--- config.mk ---
export PLATFORM = sky130hd
export DESIGN_NAME = adc_dma_capture
export DESIGN_NICKNAME = d
export VERILOG_FILES = /design/src/pkg/adc_dma_pkg.sv /design/src/pkg/conv_if.sv /design/src/hw/conv_clk_divider.sv /design/src/hw/conv_timer.sv /design/src/hw/adc_dma_capture.sv
export SDC_FILE = /design/constraint.sdc
export NUM_CORES = 1
export LEC_CHECK = 0
export BUFFER_PORTS_ARGS = -buffer_cell sky130_fd_sc_hd__buf_2
export CAP_MARGIN = 15
export CORE_UTILIZATION = 40
export DETAILED_ROUTE_END_ITERATION = 12
export PLACE_DENSITY_LB_ADDON = 0.12
export SKIP_LAST_GASP = 1
export SLEW_MARGIN = 10
export SYNTH_ARGS = -nofsm -noshare
export SYNTH_HDL_FRONTEND = slang
export SYNTH_SLANG_ARGS = --single-unit
--- constraint.sdc ---
create_clock -name pclk -period 2.4 [get_ports pclk]
set_input_delay 0.36 -clock pclk [delete_from_list [all_inputs] [get_ports pclk]]
set_output_delay 0.36 -clock pclk [all_outputs]
set_load 0.02 [all_outputs]
--- src/pkg/adc_dma_pkg.sv ---
package adc_dma_pkg;
  // Register byte offsets
  localparam logic [7:0] TIMING_OFS   = 8'h00;
  localparam logic [7:0] CHANNEL_OFS  = 8'h04;
  localparam logic [7:0] PTR_LOW_OFS  = 8'h08;
  localparam logic [7:0] PTR_HIGH_OFS = 8'h0C;
  localparam logic [7:0] PTR_PAGE_OFS = 8'h10;
  localparam logic [7:0] STATUS_OFS   = 8'h14;
  localparam logic [7:0] RESULT_OFS   = 8'h18;

  // Timing/configuration field positions
  localparam int TC_PWR_LO   = 8;
  localparam int TC_PWR_HI   = 7;
  localparam int TC_EXT_REF  = 6;
  localparam int TC_DIV      = 4;
  localparam int TC_ACQ      = 2;
  localparam int TC_T2_TRIG  = 1;
  localparam int TC_EXT_TRIG = 0;

  // Channel control field positions
  localparam int CC_DMA    = 6;
  localparam int CC_CONT   = 5;
  localparam int CC_SINGLE = 4;
  localparam int CC_CH     = 0;

  // Status field positions
  localparam int ST_DONE = 0;
  localparam int ST_BUSY = 1;
  localparam int ST_DMA  = 2;

  // Values after reset
  localparam logic [8:0]  TIMING_RST  = 9'h000;
  localparam logic [7:0]  CHANNEL_RST = 8'h00;
  localparam logic [7:0]  PTR_RST     = 8'h00;
  localparam logic [11:0] RESULT_RST  = 12'h000;

  // Divider select codes and terminal counts
  localparam logic [1:0] DIV_BY_32 = 2'b00;
  localparam logic [1:0] DIV_BY_4  = 2'b01;
  localparam logic [1:0] DIV_BY_8  = 2'b10;
  localparam logic [1:0] DIV_BY_2  = 2'b11;
  localparam logic [4:0] DIV32_LAST = 5'h1F;
  localparam logic [4:0] DIV4_LAST  = 5'h03;
  localparam logic [4:0] DIV8_LAST  = 5'h07;
  localparam logic [4:0] DIV2_LAST  = 5'h01;

  // Conversion timing in conversion clocks
  localparam logic [4:0] SYNC_CLKS = 5'h01;
  localparam logic [4:0] CONV_CLKS = 5'h0F;

  // DMA list encoding
  localparam logic [3:0]  STOP_ID   = 4'hF;
  localparam logic [23:0] SLOT_STEP = 24'h000002;
  localparam logic [7:0]  GATED_RD  = 8'hFF;
endpackage

--- src/pkg/conv_if.sv ---
`timescale 1ns/1ps
`default_nettype none
interface conv_if;
  logic [1:0] div_sel;
  logic [1:0] acq_sel;
  logic       tick;
  logic       start;
  logic       busy;
  logic       done;
  logic       sampling;
  modport ctl (output div_sel, acq_sel, start,
               input tick, busy, done, sampling);
  modport div (input div_sel, output tick);
  modport cnv (input tick, acq_sel, start,
               output busy, done, sampling);
endinterface
`default_nettype wire

--- src/hw/conv_clk_divider.sv ---
`timescale 1ns/1ps
`default_nettype none
module conv_clk_divider (
  // Clock and reset
  input  wire logic pclk,
  input  wire logic presetn,
  // Converter timing
  conv_if.div       cv
);
  logic [4:0] cnt_reg;
  logic       tick_reg;

  function automatic logic [4:0] div_last(input logic [1:0] sel);
    case (sel)
      adc_dma_pkg::DIV_BY_4: div_last = adc_dma_pkg::DIV4_LAST;
      adc_dma_pkg::DIV_BY_8: div_last = adc_dma_pkg::DIV8_LAST;
      adc_dma_pkg::DIV_BY_2: div_last = adc_dma_pkg::DIV2_LAST;
      default:               div_last = adc_dma_pkg::DIV32_LAST;
    endcase
  endfunction

  // One tick per conversion clock period
  always_ff @(posedge pclk or negedge presetn) begin
    if (!presetn) begin
      cnt_reg  <= 5'h00;
      tick_reg <= 1'b0;
    end else if (cnt_reg >= div_last(cv.div_sel)) begin
      cnt_reg  <= 5'h00;
      tick_reg <= 1'b1;
    end else begin
      cnt_reg  <= cnt_reg + 5'h01;
      tick_reg <= 1'b0;
    end
  end

  assign cv.tick = tick_reg;
endmodule
`default_nettype wire

--- src/hw/conv_timer.sv ---
`timescale 1ns/1ps
`default_nettype none
module conv_timer (
  // Clock and reset
  input  wire logic pclk,
  input  wire logic presetn,
  // Converter timing
  conv_if.cnv       cv
);
  logic [4:0] cnt_reg;
  logic       busy_reg;
  logic       done_reg;
  logic [4:0] acq_clks;
  logic [4:0] last_cnt;

  assign acq_clks = {3'b000, cv.acq_sel} + 5'h01;
  assign last_cnt = adc_dma_pkg::SYNC_CLKS + acq_clks
                    + adc_dma_pkg::CONV_CLKS - 5'h01;

  always_ff @(posedge pclk or negedge presetn) begin
    if (!presetn) begin
      cnt_reg  <= 5'h00;
      busy_reg <= 1'b0;
      done_reg <= 1'b0;
    end else begin
      done_reg <= 1'b0;
      if (cv.start && !busy_reg) begin
        cnt_reg  <= 5'h00;
        busy_reg <= 1'b1;
      end else if (busy_reg && cv.tick) begin
        if (cnt_reg == last_cnt) begin
          busy_reg <= 1'b0;
          done_reg <= 1'b1;
        end else begin
          cnt_reg <= cnt_reg + 5'h01;
        end
      end
    end
  end

  // Track phase follows the synchronisation clock
  assign cv.sampling = busy_reg && (cnt_reg >= adc_dma_pkg::SYNC_CLKS)
                       && (cnt_reg < adc_dma_pkg::SYNC_CLKS + acq_clks);
  assign cv.busy = busy_reg;
  assign cv.done = done_reg;
endmodule
`default_nettype wire

--- src/hw/adc_dma_capture.sv ---
// Local design decisions: the APB register port and the register addresses.
`timescale 1ns/1ps
`default_nettype none
module adc_dma_capture (
  // Clock and reset
  input  wire logic        pclk,
  input  wire logic        presetn,
  // APB slave
  input  wire logic [7:0]  paddr,
  input  wire logic        psel,
  input  wire logic        penable,
  input  wire logic        pwrite,
  input  wire logic [31:0] pwdata,
  output logic      [31:0] prdata,
  output logic             pready,
  output logic             pslverr,
  // Conversion triggers
  input  wire logic        timer2_overflow,
  input  wire logic        ext_trigger,
  // Analog front end
  input  wire logic [11:0] adc_result,
  output logic      [3:0]  adc_channel,
  output logic             adc_sampling,
  output logic             adc_power,
  output logic             reference_external,
  output logic             reference_internal_on,
  output logic             conversion_done_flag,
  // Core external memory requests
  input  wire logic [23:0] core_addr,
  input  wire logic [7:0]  core_wdata,
  input  wire logic        core_we,
  input  wire logic        core_re,
  output logic      [7:0]  core_rdata,
  // External SRAM
  output logic      [23:0] mem_addr,
  output logic      [7:0]  mem_wdata,
  input  wire logic [7:0]  mem_rdata,
  output logic             mem_data_oe_n,
  output logic             mem_we_n,
  output logic             mem_oe_n
);
  typedef enum logic [2:0] {
    D_IDLE = 3'b001,
    D_RUN  = 3'b010,
    D_LAST = 3'b100
  } dma_state_e;

  typedef enum logic [4:0] {
    M_IDLE    = 5'b00001,
    M_WR_HI   = 5'b00010,
    M_WR_LO   = 5'b00100,
    M_RD      = 5'b01000,
    M_RD_WAIT = 5'b10000
  } mem_state_e;

  conv_if cv ();

  conv_clk_divider u_div (
    .pclk    (pclk),
    .presetn (presetn),
    .cv      (cv.div)
  );

  conv_timer u_timer (
    .pclk    (pclk),
    .presetn (presetn),
    .cv      (cv.cnv)
  );

  logic [8:0]  timing_reg;
  logic [7:0]  chan_reg;
  logic [7:0]  ptr_low_reg;
  logic [7:0]  ptr_high_reg;
  logic [7:0]  ptr_page_reg;
  logic [11:0] result_reg;
  logic [3:0]  result_ch_reg;
  logic        done_reg;
  logic        sw_start_reg;
  logic        finish_reg;
  logic        conv_start_reg;
  logic [3:0]  ch_reg;
  dma_state_e  dma_state;
  mem_state_e  mem_state;
  logic [23:0] ptr_reg;
  logic [23:0] cur_slot;
  logic [23:0] next_slot;
  logic [23:0] pend_slot;
  logic [3:0]  cur_id;
  logic [3:0]  next_id;
  logic [3:0]  pend_id;
  logic [11:0] pend_res;
  logic        pend_valid;
  logic        next_valid;
  logic        stop_seen;
  logic        do_read;
  logic        free_run;
  logic [2:0]  ext_sync;
  logic [7:0]  rd_s1;
  logic [7:0]  rd_s2;
  logic        wr_en;
  logic        rd_setup;
  logic        powered;
  logic        dma_mode;
  logic        trig_any;
  logic        go;
  logic        done_set;
  logic        done_clr;

  assign powered  = timing_reg[adc_dma_pkg::TC_PWR_HI];
  assign dma_mode = chan_reg[adc_dma_pkg::CC_DMA];
  assign wr_en    = psel && penable && pwrite;
  assign rd_setup = psel && !penable;

  // Synchronisers; first stage feeds only the second
  always_ff @(posedge pclk or negedge presetn) begin
    if (!presetn) begin
      ext_sync <= 3'b000;
      rd_s1    <= 8'h00;
      rd_s2    <= 8'h00;
    end else begin
      ext_sync <= {ext_sync[1:0], ext_trigger};
      rd_s1    <= mem_rdata;
      rd_s2    <= rd_s1;
    end
  end

  assign trig_any = sw_start_reg
    || (timing_reg[adc_dma_pkg::TC_T2_TRIG] && timer2_overflow)
    || (timing_reg[adc_dma_pkg::TC_EXT_TRIG]
        && ext_sync[1] && !ext_sync[2]);

  // Software registers
  always_ff @(posedge pclk or negedge presetn) begin
    if (!presetn) begin
      timing_reg   <= adc_dma_pkg::TIMING_RST;
      chan_reg     <= adc_dma_pkg::CHANNEL_RST;
      ptr_low_reg  <= adc_dma_pkg::PTR_RST;
      ptr_high_reg <= adc_dma_pkg::PTR_RST;
      ptr_page_reg <= adc_dma_pkg::PTR_RST;
      sw_start_reg <= 1'b0;
    end else begin
      sw_start_reg <= 1'b0;
      if (wr_en) begin
        case (paddr)
          adc_dma_pkg::TIMING_OFS:   timing_reg   <= pwdata[8:0];
          adc_dma_pkg::PTR_LOW_OFS:  ptr_low_reg  <= pwdata[7:0];
          adc_dma_pkg::PTR_HIGH_OFS: ptr_high_reg <= pwdata[7:0];
          adc_dma_pkg::PTR_PAGE_OFS: ptr_page_reg <= pwdata[7:0];
          adc_dma_pkg::CHANNEL_OFS: begin
            chan_reg <= pwdata[7:0] & ~(8'h01 << adc_dma_pkg::CC_SINGLE);
            sw_start_reg <= pwdata[adc_dma_pkg::CC_SINGLE];
          end
          default: ;
        endcase
      end
    end
  end

  // Sticky done flag; a set in the clearing cycle wins
  assign done_set = (cv.done && dma_state == D_IDLE) || finish_reg;
  assign done_clr = wr_en && paddr == adc_dma_pkg::STATUS_OFS
                    && pwdata[adc_dma_pkg::ST_DONE];

  always_ff @(posedge pclk or negedge presetn) begin
    if (!presetn) begin
      done_reg <= 1'b0;
    end else if (done_set) begin
      done_reg <= 1'b1;
    end else if (done_clr) begin
      done_reg <= 1'b0;
    end
  end

  // Read data is latched in the setup phase
  always_ff @(posedge pclk or negedge presetn) begin
    if (!presetn) begin
      prdata  <= 32'h0000_0000;
      pslverr <= 1'b0;
    end else if (rd_setup) begin
      pslverr <= 1'b0;
      case (paddr)
        adc_dma_pkg::TIMING_OFS:   prdata <= {23'h000000, timing_reg};
        adc_dma_pkg::CHANNEL_OFS:  prdata <= {24'h000000, chan_reg};
        adc_dma_pkg::PTR_LOW_OFS:  prdata <= {24'h000000, ptr_low_reg};
        adc_dma_pkg::PTR_HIGH_OFS: prdata <= {24'h000000, ptr_high_reg};
        adc_dma_pkg::PTR_PAGE_OFS: prdata <= {24'h000000, ptr_page_reg};
        adc_dma_pkg::STATUS_OFS:
          prdata <= {29'h00000000, dma_state != D_IDLE, cv.busy, done_reg};
        adc_dma_pkg::RESULT_OFS:
          prdata <= {16'h0000, result_ch_reg, result_reg};
        default: begin
          prdata  <= 32'h0000_0000;
          pslverr <= 1'b1;
        end
      endcase
    end
  end

  assign pready = 1'b1;

  // A DMA step may start only between conversions
  assign go = dma_state != D_IDLE && mem_state == M_IDLE && !cv.busy
              && !conv_start_reg && !cv.done && (free_run || trig_any);

  // Conversion requests and DMA pipeline
  always_ff @(posedge pclk or negedge presetn) begin
    if (!presetn) begin
      conv_start_reg <= 1'b0;
      finish_reg     <= 1'b0;
      ch_reg         <= 4'h0;
      result_reg     <= adc_dma_pkg::RESULT_RST;
      result_ch_reg  <= 4'h0;
      dma_state      <= D_IDLE;
      mem_state      <= M_IDLE;
      ptr_reg        <= 24'h000000;
      cur_slot       <= 24'h000000;
      next_slot      <= 24'h000000;
      pend_slot      <= 24'h000000;
      cur_id         <= 4'h0;
      next_id        <= 4'h0;
      pend_id        <= 4'h0;
      pend_res       <= 12'h000;
      pend_valid     <= 1'b0;
      next_valid     <= 1'b0;
      stop_seen      <= 1'b0;
      do_read        <= 1'b0;
      free_run       <= 1'b0;
    end else begin
      conv_start_reg <= 1'b0;
      finish_reg     <= 1'b0;
      case (dma_state)
        D_IDLE: begin
          if (cv.done) begin
            result_reg    <= adc_result;
            result_ch_reg <= ch_reg;
          end
          if (dma_mode && powered && trig_any && !cv.busy) begin
            dma_state  <= D_RUN;
            ptr_reg    <= {ptr_page_reg, ptr_high_reg, ptr_low_reg};
            free_run   <= sw_start_reg;
            pend_valid <= 1'b0;
            next_valid <= 1'b0;
            stop_seen  <= 1'b0;
            do_read    <= 1'b1;
            mem_state  <= M_RD;
          end else if (!dma_mode && powered && !cv.busy && !conv_start_reg
                       && (trig_any || (cv.done
                           && chan_reg[adc_dma_pkg::CC_CONT]))) begin
            conv_start_reg <= 1'b1;
            ch_reg         <= chan_reg[3:0];
          end
        end
        D_RUN: begin
          if (go) begin
            if (stop_seen) begin
              dma_state <= D_LAST;
              do_read   <= 1'b0;
              mem_state <= pend_valid ? M_WR_HI : M_IDLE;
            end else begin
              if (next_valid) begin
                conv_start_reg <= 1'b1;
                ch_reg         <= next_id;
                cur_id         <= next_id;
                cur_slot       <= next_slot;
                next_valid     <= 1'b0;
              end
              do_read   <= 1'b1;
              mem_state <= pend_valid ? M_WR_HI : M_RD;
            end
          end
        end
        D_LAST: begin
          if (mem_state == M_IDLE) begin
            dma_state  <= D_IDLE;
            finish_reg <= 1'b1;
          end
        end
        default: dma_state <= D_IDLE;
      endcase

      // Memory steps, one per conversion clock; four fit in a conversion
      if (cv.tick) begin
        case (mem_state)
          M_WR_HI: mem_state <= M_WR_LO;
          M_WR_LO: begin
            pend_valid <= 1'b0;
            mem_state  <= do_read ? M_RD : M_IDLE;
          end
          M_RD:    mem_state <= M_RD_WAIT;
          M_RD_WAIT: begin
            next_id    <= rd_s2[7:4];
            next_slot  <= ptr_reg;
            ptr_reg    <= ptr_reg + adc_dma_pkg::SLOT_STEP;
            mem_state  <= M_IDLE;
            if (rd_s2[7:4] == adc_dma_pkg::STOP_ID) begin
              stop_seen <= 1'b1;
            end else begin
              next_valid <= 1'b1;
            end
          end
          M_IDLE:  ;
          default: mem_state <= M_IDLE;
        endcase
      end

      // Result of the finished conversion waits for the next write slot
      if (cv.done && dma_state != D_IDLE) begin
        pend_res   <= adc_result;
        pend_id    <= cur_id;
        pend_slot  <= cur_slot;
        pend_valid <= 1'b1;
      end

      if (!dma_mode && dma_state != D_IDLE) begin
        dma_state <= D_IDLE;
        mem_state <= M_IDLE;
      end
    end
  end

  // External memory pins; the core is cut off while DMA is enabled
  always_ff @(posedge pclk or negedge presetn) begin
    if (!presetn) begin
      mem_addr      <= 24'h000000;
      mem_wdata     <= 8'h00;
      mem_data_oe_n <= 1'b1;
      mem_we_n      <= 1'b1;
      mem_oe_n      <= 1'b1;
      core_rdata    <= 8'h00;
    end else if (dma_mode) begin
      core_rdata    <= adc_dma_pkg::GATED_RD;
      mem_data_oe_n <= !(mem_state == M_WR_HI || mem_state == M_WR_LO);
      mem_we_n      <= !(mem_state == M_WR_HI || mem_state == M_WR_LO);
      mem_oe_n      <= !(mem_state == M_RD || mem_state == M_RD_WAIT);
      case (mem_state)
        M_WR_HI: begin
          mem_addr  <= pend_slot;
          mem_wdata <= {pend_id, pend_res[11:8]};
        end
        M_WR_LO: begin
          mem_addr  <= pend_slot + 24'h000001;
          mem_wdata <= pend_res[7:0];
        end
        default: mem_addr <= ptr_reg;
      endcase
    end else begin
      core_rdata    <= rd_s2;
      mem_addr      <= core_addr;
      mem_wdata     <= core_wdata;
      mem_data_oe_n <= !core_we;
      mem_we_n      <= !core_we;
      mem_oe_n      <= !core_re;
    end
  end

  assign cv.div_sel = timing_reg[adc_dma_pkg::TC_DIV +: 2];
  assign cv.acq_sel = timing_reg[adc_dma_pkg::TC_ACQ +: 2];
  assign cv.start   = conv_start_reg || (cv.done && !dma_mode
    && dma_state == D_IDLE && powered && chan_reg[adc_dma_pkg::CC_CONT]);

  assign adc_channel          = ch_reg;
  assign adc_sampling         = cv.sampling;
  assign adc_power            = powered;
  assign conversion_done_flag = done_reg;
  assign reference_external   = timing_reg[adc_dma_pkg::TC_EXT_REF];
  assign reference_internal_on = powered
    && !timing_reg[adc_dma_pkg::TC_EXT_REF];
endmodule
`default_nettype wire

==> results.py <==
metrics = {
    "logic_synthesis": {
        "yosysTopAreaCellShare": 0.530,
        "seq_area_frac_synth": 0.538,
        "postSynth.asyncResetShare": 1.00,
        "ys_ff_latch": 288,
        "syn_area_um2": 13400,
        "synth-edff-count": 0,
        "synth_area_leader_cell": "dfrtp_1",
        "synth.avg_cell_area_um2": 11.1,
        "synth_flop_cell": "dfrtp_1",
        "syn_inst": 1204,
        "netlist_top_cells_area": "dfrtp_1 (53%), mux2_2 (9.7%), nand2_1 (4.5%)",
        "ys_warn_count": 0,
        "synth_cell_types": 82,
    },
    "finish": {
        "nFillCells": 3070,
        "final_cell_mix": "dfrtp_1 (282), nand2_1 (162), buf_2 (145)",
        "areaGrowthSynthToFinish_pct": 20.6,
        "antenna_cells": 0,
        "fin_cells": 1855,
        "final_common_cell": "dfrtp_1",
        "utilization": 0.493,
        "nNetsFinal": 1506,
        "drive_gt1_frac": 0.311,
    },
    "place": {
        "numPortBuffers": 146,
        "dp.cells": 1786,
        "dpl_worst_slack_ns": 0.0929,
        "dp_hpwl_mm": 25.1,
        "gp_congestion": 0.911,
    },
    "die": {
        "start_util": 0.409,
        "die_h_um": 185,
        "rows": 66,
        "die_w_um": 185,
        "die_area_um2": 34300,
        "io_pins": 187,
        "coreArea_um2": 32800,
    },
    "timing": {
        "fin_tns_setup_ns": 0,
        "timing.final.crit_share": 0.933,
        "min_period_ns": 2.24,
        "worst_pin_slew_ns": 0.637,
        "clock-skew-final_ns": 0.0177,
        "hold_violations": 0,
        "drv_slew": 0,
        "max_clock_freq_mhz": 447,
        "rsz0062_at_grt": "false",
        "setup_slack_ns": 0.160,
        "slew_headroom": 0.565,
        "setup_viol": 0,
    },
    "detailed_routing": {
        "met3_wirelength_mm": 1.60,
        "top_layer_used": "met4",
        "ant_nets": 0,
        "wl_met1_mm": 16.8,
        "route.met2.wl_mm": 16.0,
        "wl_mm": 35.3,
        "wl_per_cell_um": 19.0,
        "first_pass_iters": 5,
        "avgViaCountPerCell": 5.37,
        "via_count": 9958,
        "drc_errors": 0,
        "drtIter0Drc": 588,
    },
    "global_route": {
        "grt_pass1_wl_mm": 55.8,
        "grt_usage": 0.213,
        "grt_pass1_vias": 9721,
        "grt_max_degree": 83,
        "gr-total-overflow": 0,
        "antenna_found_initial": 0,
    },
    "setup_path": {
        "cp_cell_sequence": "inv_1 -> ha_1 -> nor4b_2 -> o41ai_1 -> a21oi_1 -> buf_2",
        "path_buf_inv": 2,
        "cp-start-kind": "register",
        "cp-end-kind": "primary output",
        "crit_path_max_incr_delay_ns": 0.44,
        "cp.required_ns": 2.04,
        "worst-path-max-fanout": 6,
        "cp_slowest_cell": "dfrtp_2",
        "path_class": "reg2out",
        "crit_family": "flip-flops",
        "arrival_ns": 1.88,
    },
    "clock_network": {
        "clk_latency_ns": 0.51,
        "cts_max_level": 2,
        "cts_buffers": 34,
        "numClockSinks": 288,
        "cts_tree": "built",
        "clk_pin_slew_ns": 0.06,
        "postCtsSetupRepairBufs": 0,
        "clock_path_buffers": 3,
        "cts_root_buf": "clkbuf_16",
    },
    "power": {
        "ir_drop_uv": 549,
        "leakage_uw": 0.00784,
        "pwr_density_cell_nw_per_um2": 791,
        "power_uw": 12800,
    },
    "run": {
        "maxCapViolations": 0,
    },
    "min_path": {
        "hold_path.class": "in2reg",
    },
    "outcome": {
        "outcome": "completed",
    },
}
cell usage after synthesis, drive strengths merged, types with 18 or more instances:
| master | count |
|---|---|
| a21oi | 38 |
| nand4 | 18 |
| nor3 | 29 |
| nand3 | 30 |
| o21ai | 36 |
| buf | 46 |
| clkbuf | 38 |
| mux2 | 136 |
| dfrtp | 284 |
| nand2 | 162 |
| nor2 | 83 |
| inv | 19 |
final timing paths:
path                                                start                             end  slack, ns  cells past startpoint
worst max-delay path            timing_reg[3]$_DFFE_PN0P_                    adc_sampling       0.16                      6
worst min-delay path                              core_re              mem_oe_n$_DFF_PN1_       0.04                      2
worst max register to register  timing_reg[2]$_DFFE_PN0P_  u_timer.cnt_reg[1]$_DFFE_PN0P_       0.16                      7
worst min register to register         rd_s1[1]$_DFF_PN0_              rd_s2[1]$_DFF_PN0_       0.35                      0
max in group asynchronous                         presetn        dma_state[0]$_DFFE_PN1P_       1.25                      3
min in group asynchronous                         presetn           mem_addr[8]$_DFF_PN0_       0.37                      2
metrics by stage:
step / instance area [um^2] / hold slack, ns
floorplan: 13500 / 0.0644
CTS: 16200 / 0.0418
finish: 16200 / 0.0426
global placement: 14900 / 0.301
global route: 16200 / 0.0372
detailed placement: 14900 / 0.300
metal layers:
| metal | GRT usage | vias up |
|---|---|---|
| li1 | - | 4698 |
| met1 | 0.306 | 4944 |
| met2 | 0.332 | 260 |
| met3 | 0.0307 | 56 |
| met4 | 0.0625 | 0 |
| met5 | 0 | - |
power by group:
group,internal [uW],switching (uW),total [uW]
clock,3250,1980,5220
combinational,814,1160,1980
sequential,5260,322,5580
total,9320,3460,12800
cell type report:
cell class,instances,area [um^2],area share
flip-flops and latches,288,7210,0.446
multi-input cells,827,5760,0.356
repair buffers,220,1420,0.0881
clock buffers,53,1060,0.0658
well taps,442,553,0.0342
clock inverters,5,81.3,0.00503
inverters,20,75.1,0.00464
worst reg2reg max path, cell delays in order (launching register included):
cell and delay, ns:
dfrtp_1 0.44, inv_1 0.07, ha_1 0.21, or4_1 0.56, o2111a_1 0.19, nor3_2 0.26, mux2_2 0.36, nor2_1 0.08
what timing repair did:
item	4_1_cts	5_1_grt
setup endpoints to repair	1	4
endpoints found under the hold margin	51	0
hold buffers	11	0
gates resized for setup	1	3
logic make-up after synthesis:
logic type | count (synthesis) | synth area share
xor gates and xnor gates | 18 | 0.0118
buffers and inverters | 104 | 0.0381
and+or+nand+nor | 418 | 0.159
muxes | 147 | 0.128
other | 2 | 0.000560
AOI/OAI and AO/OA | 213 | 0.112
DFF | 288 | 0.538
adders and majority gates | 14 | 0.0131
Note: power is estimated with default switching activity, not from simulation.
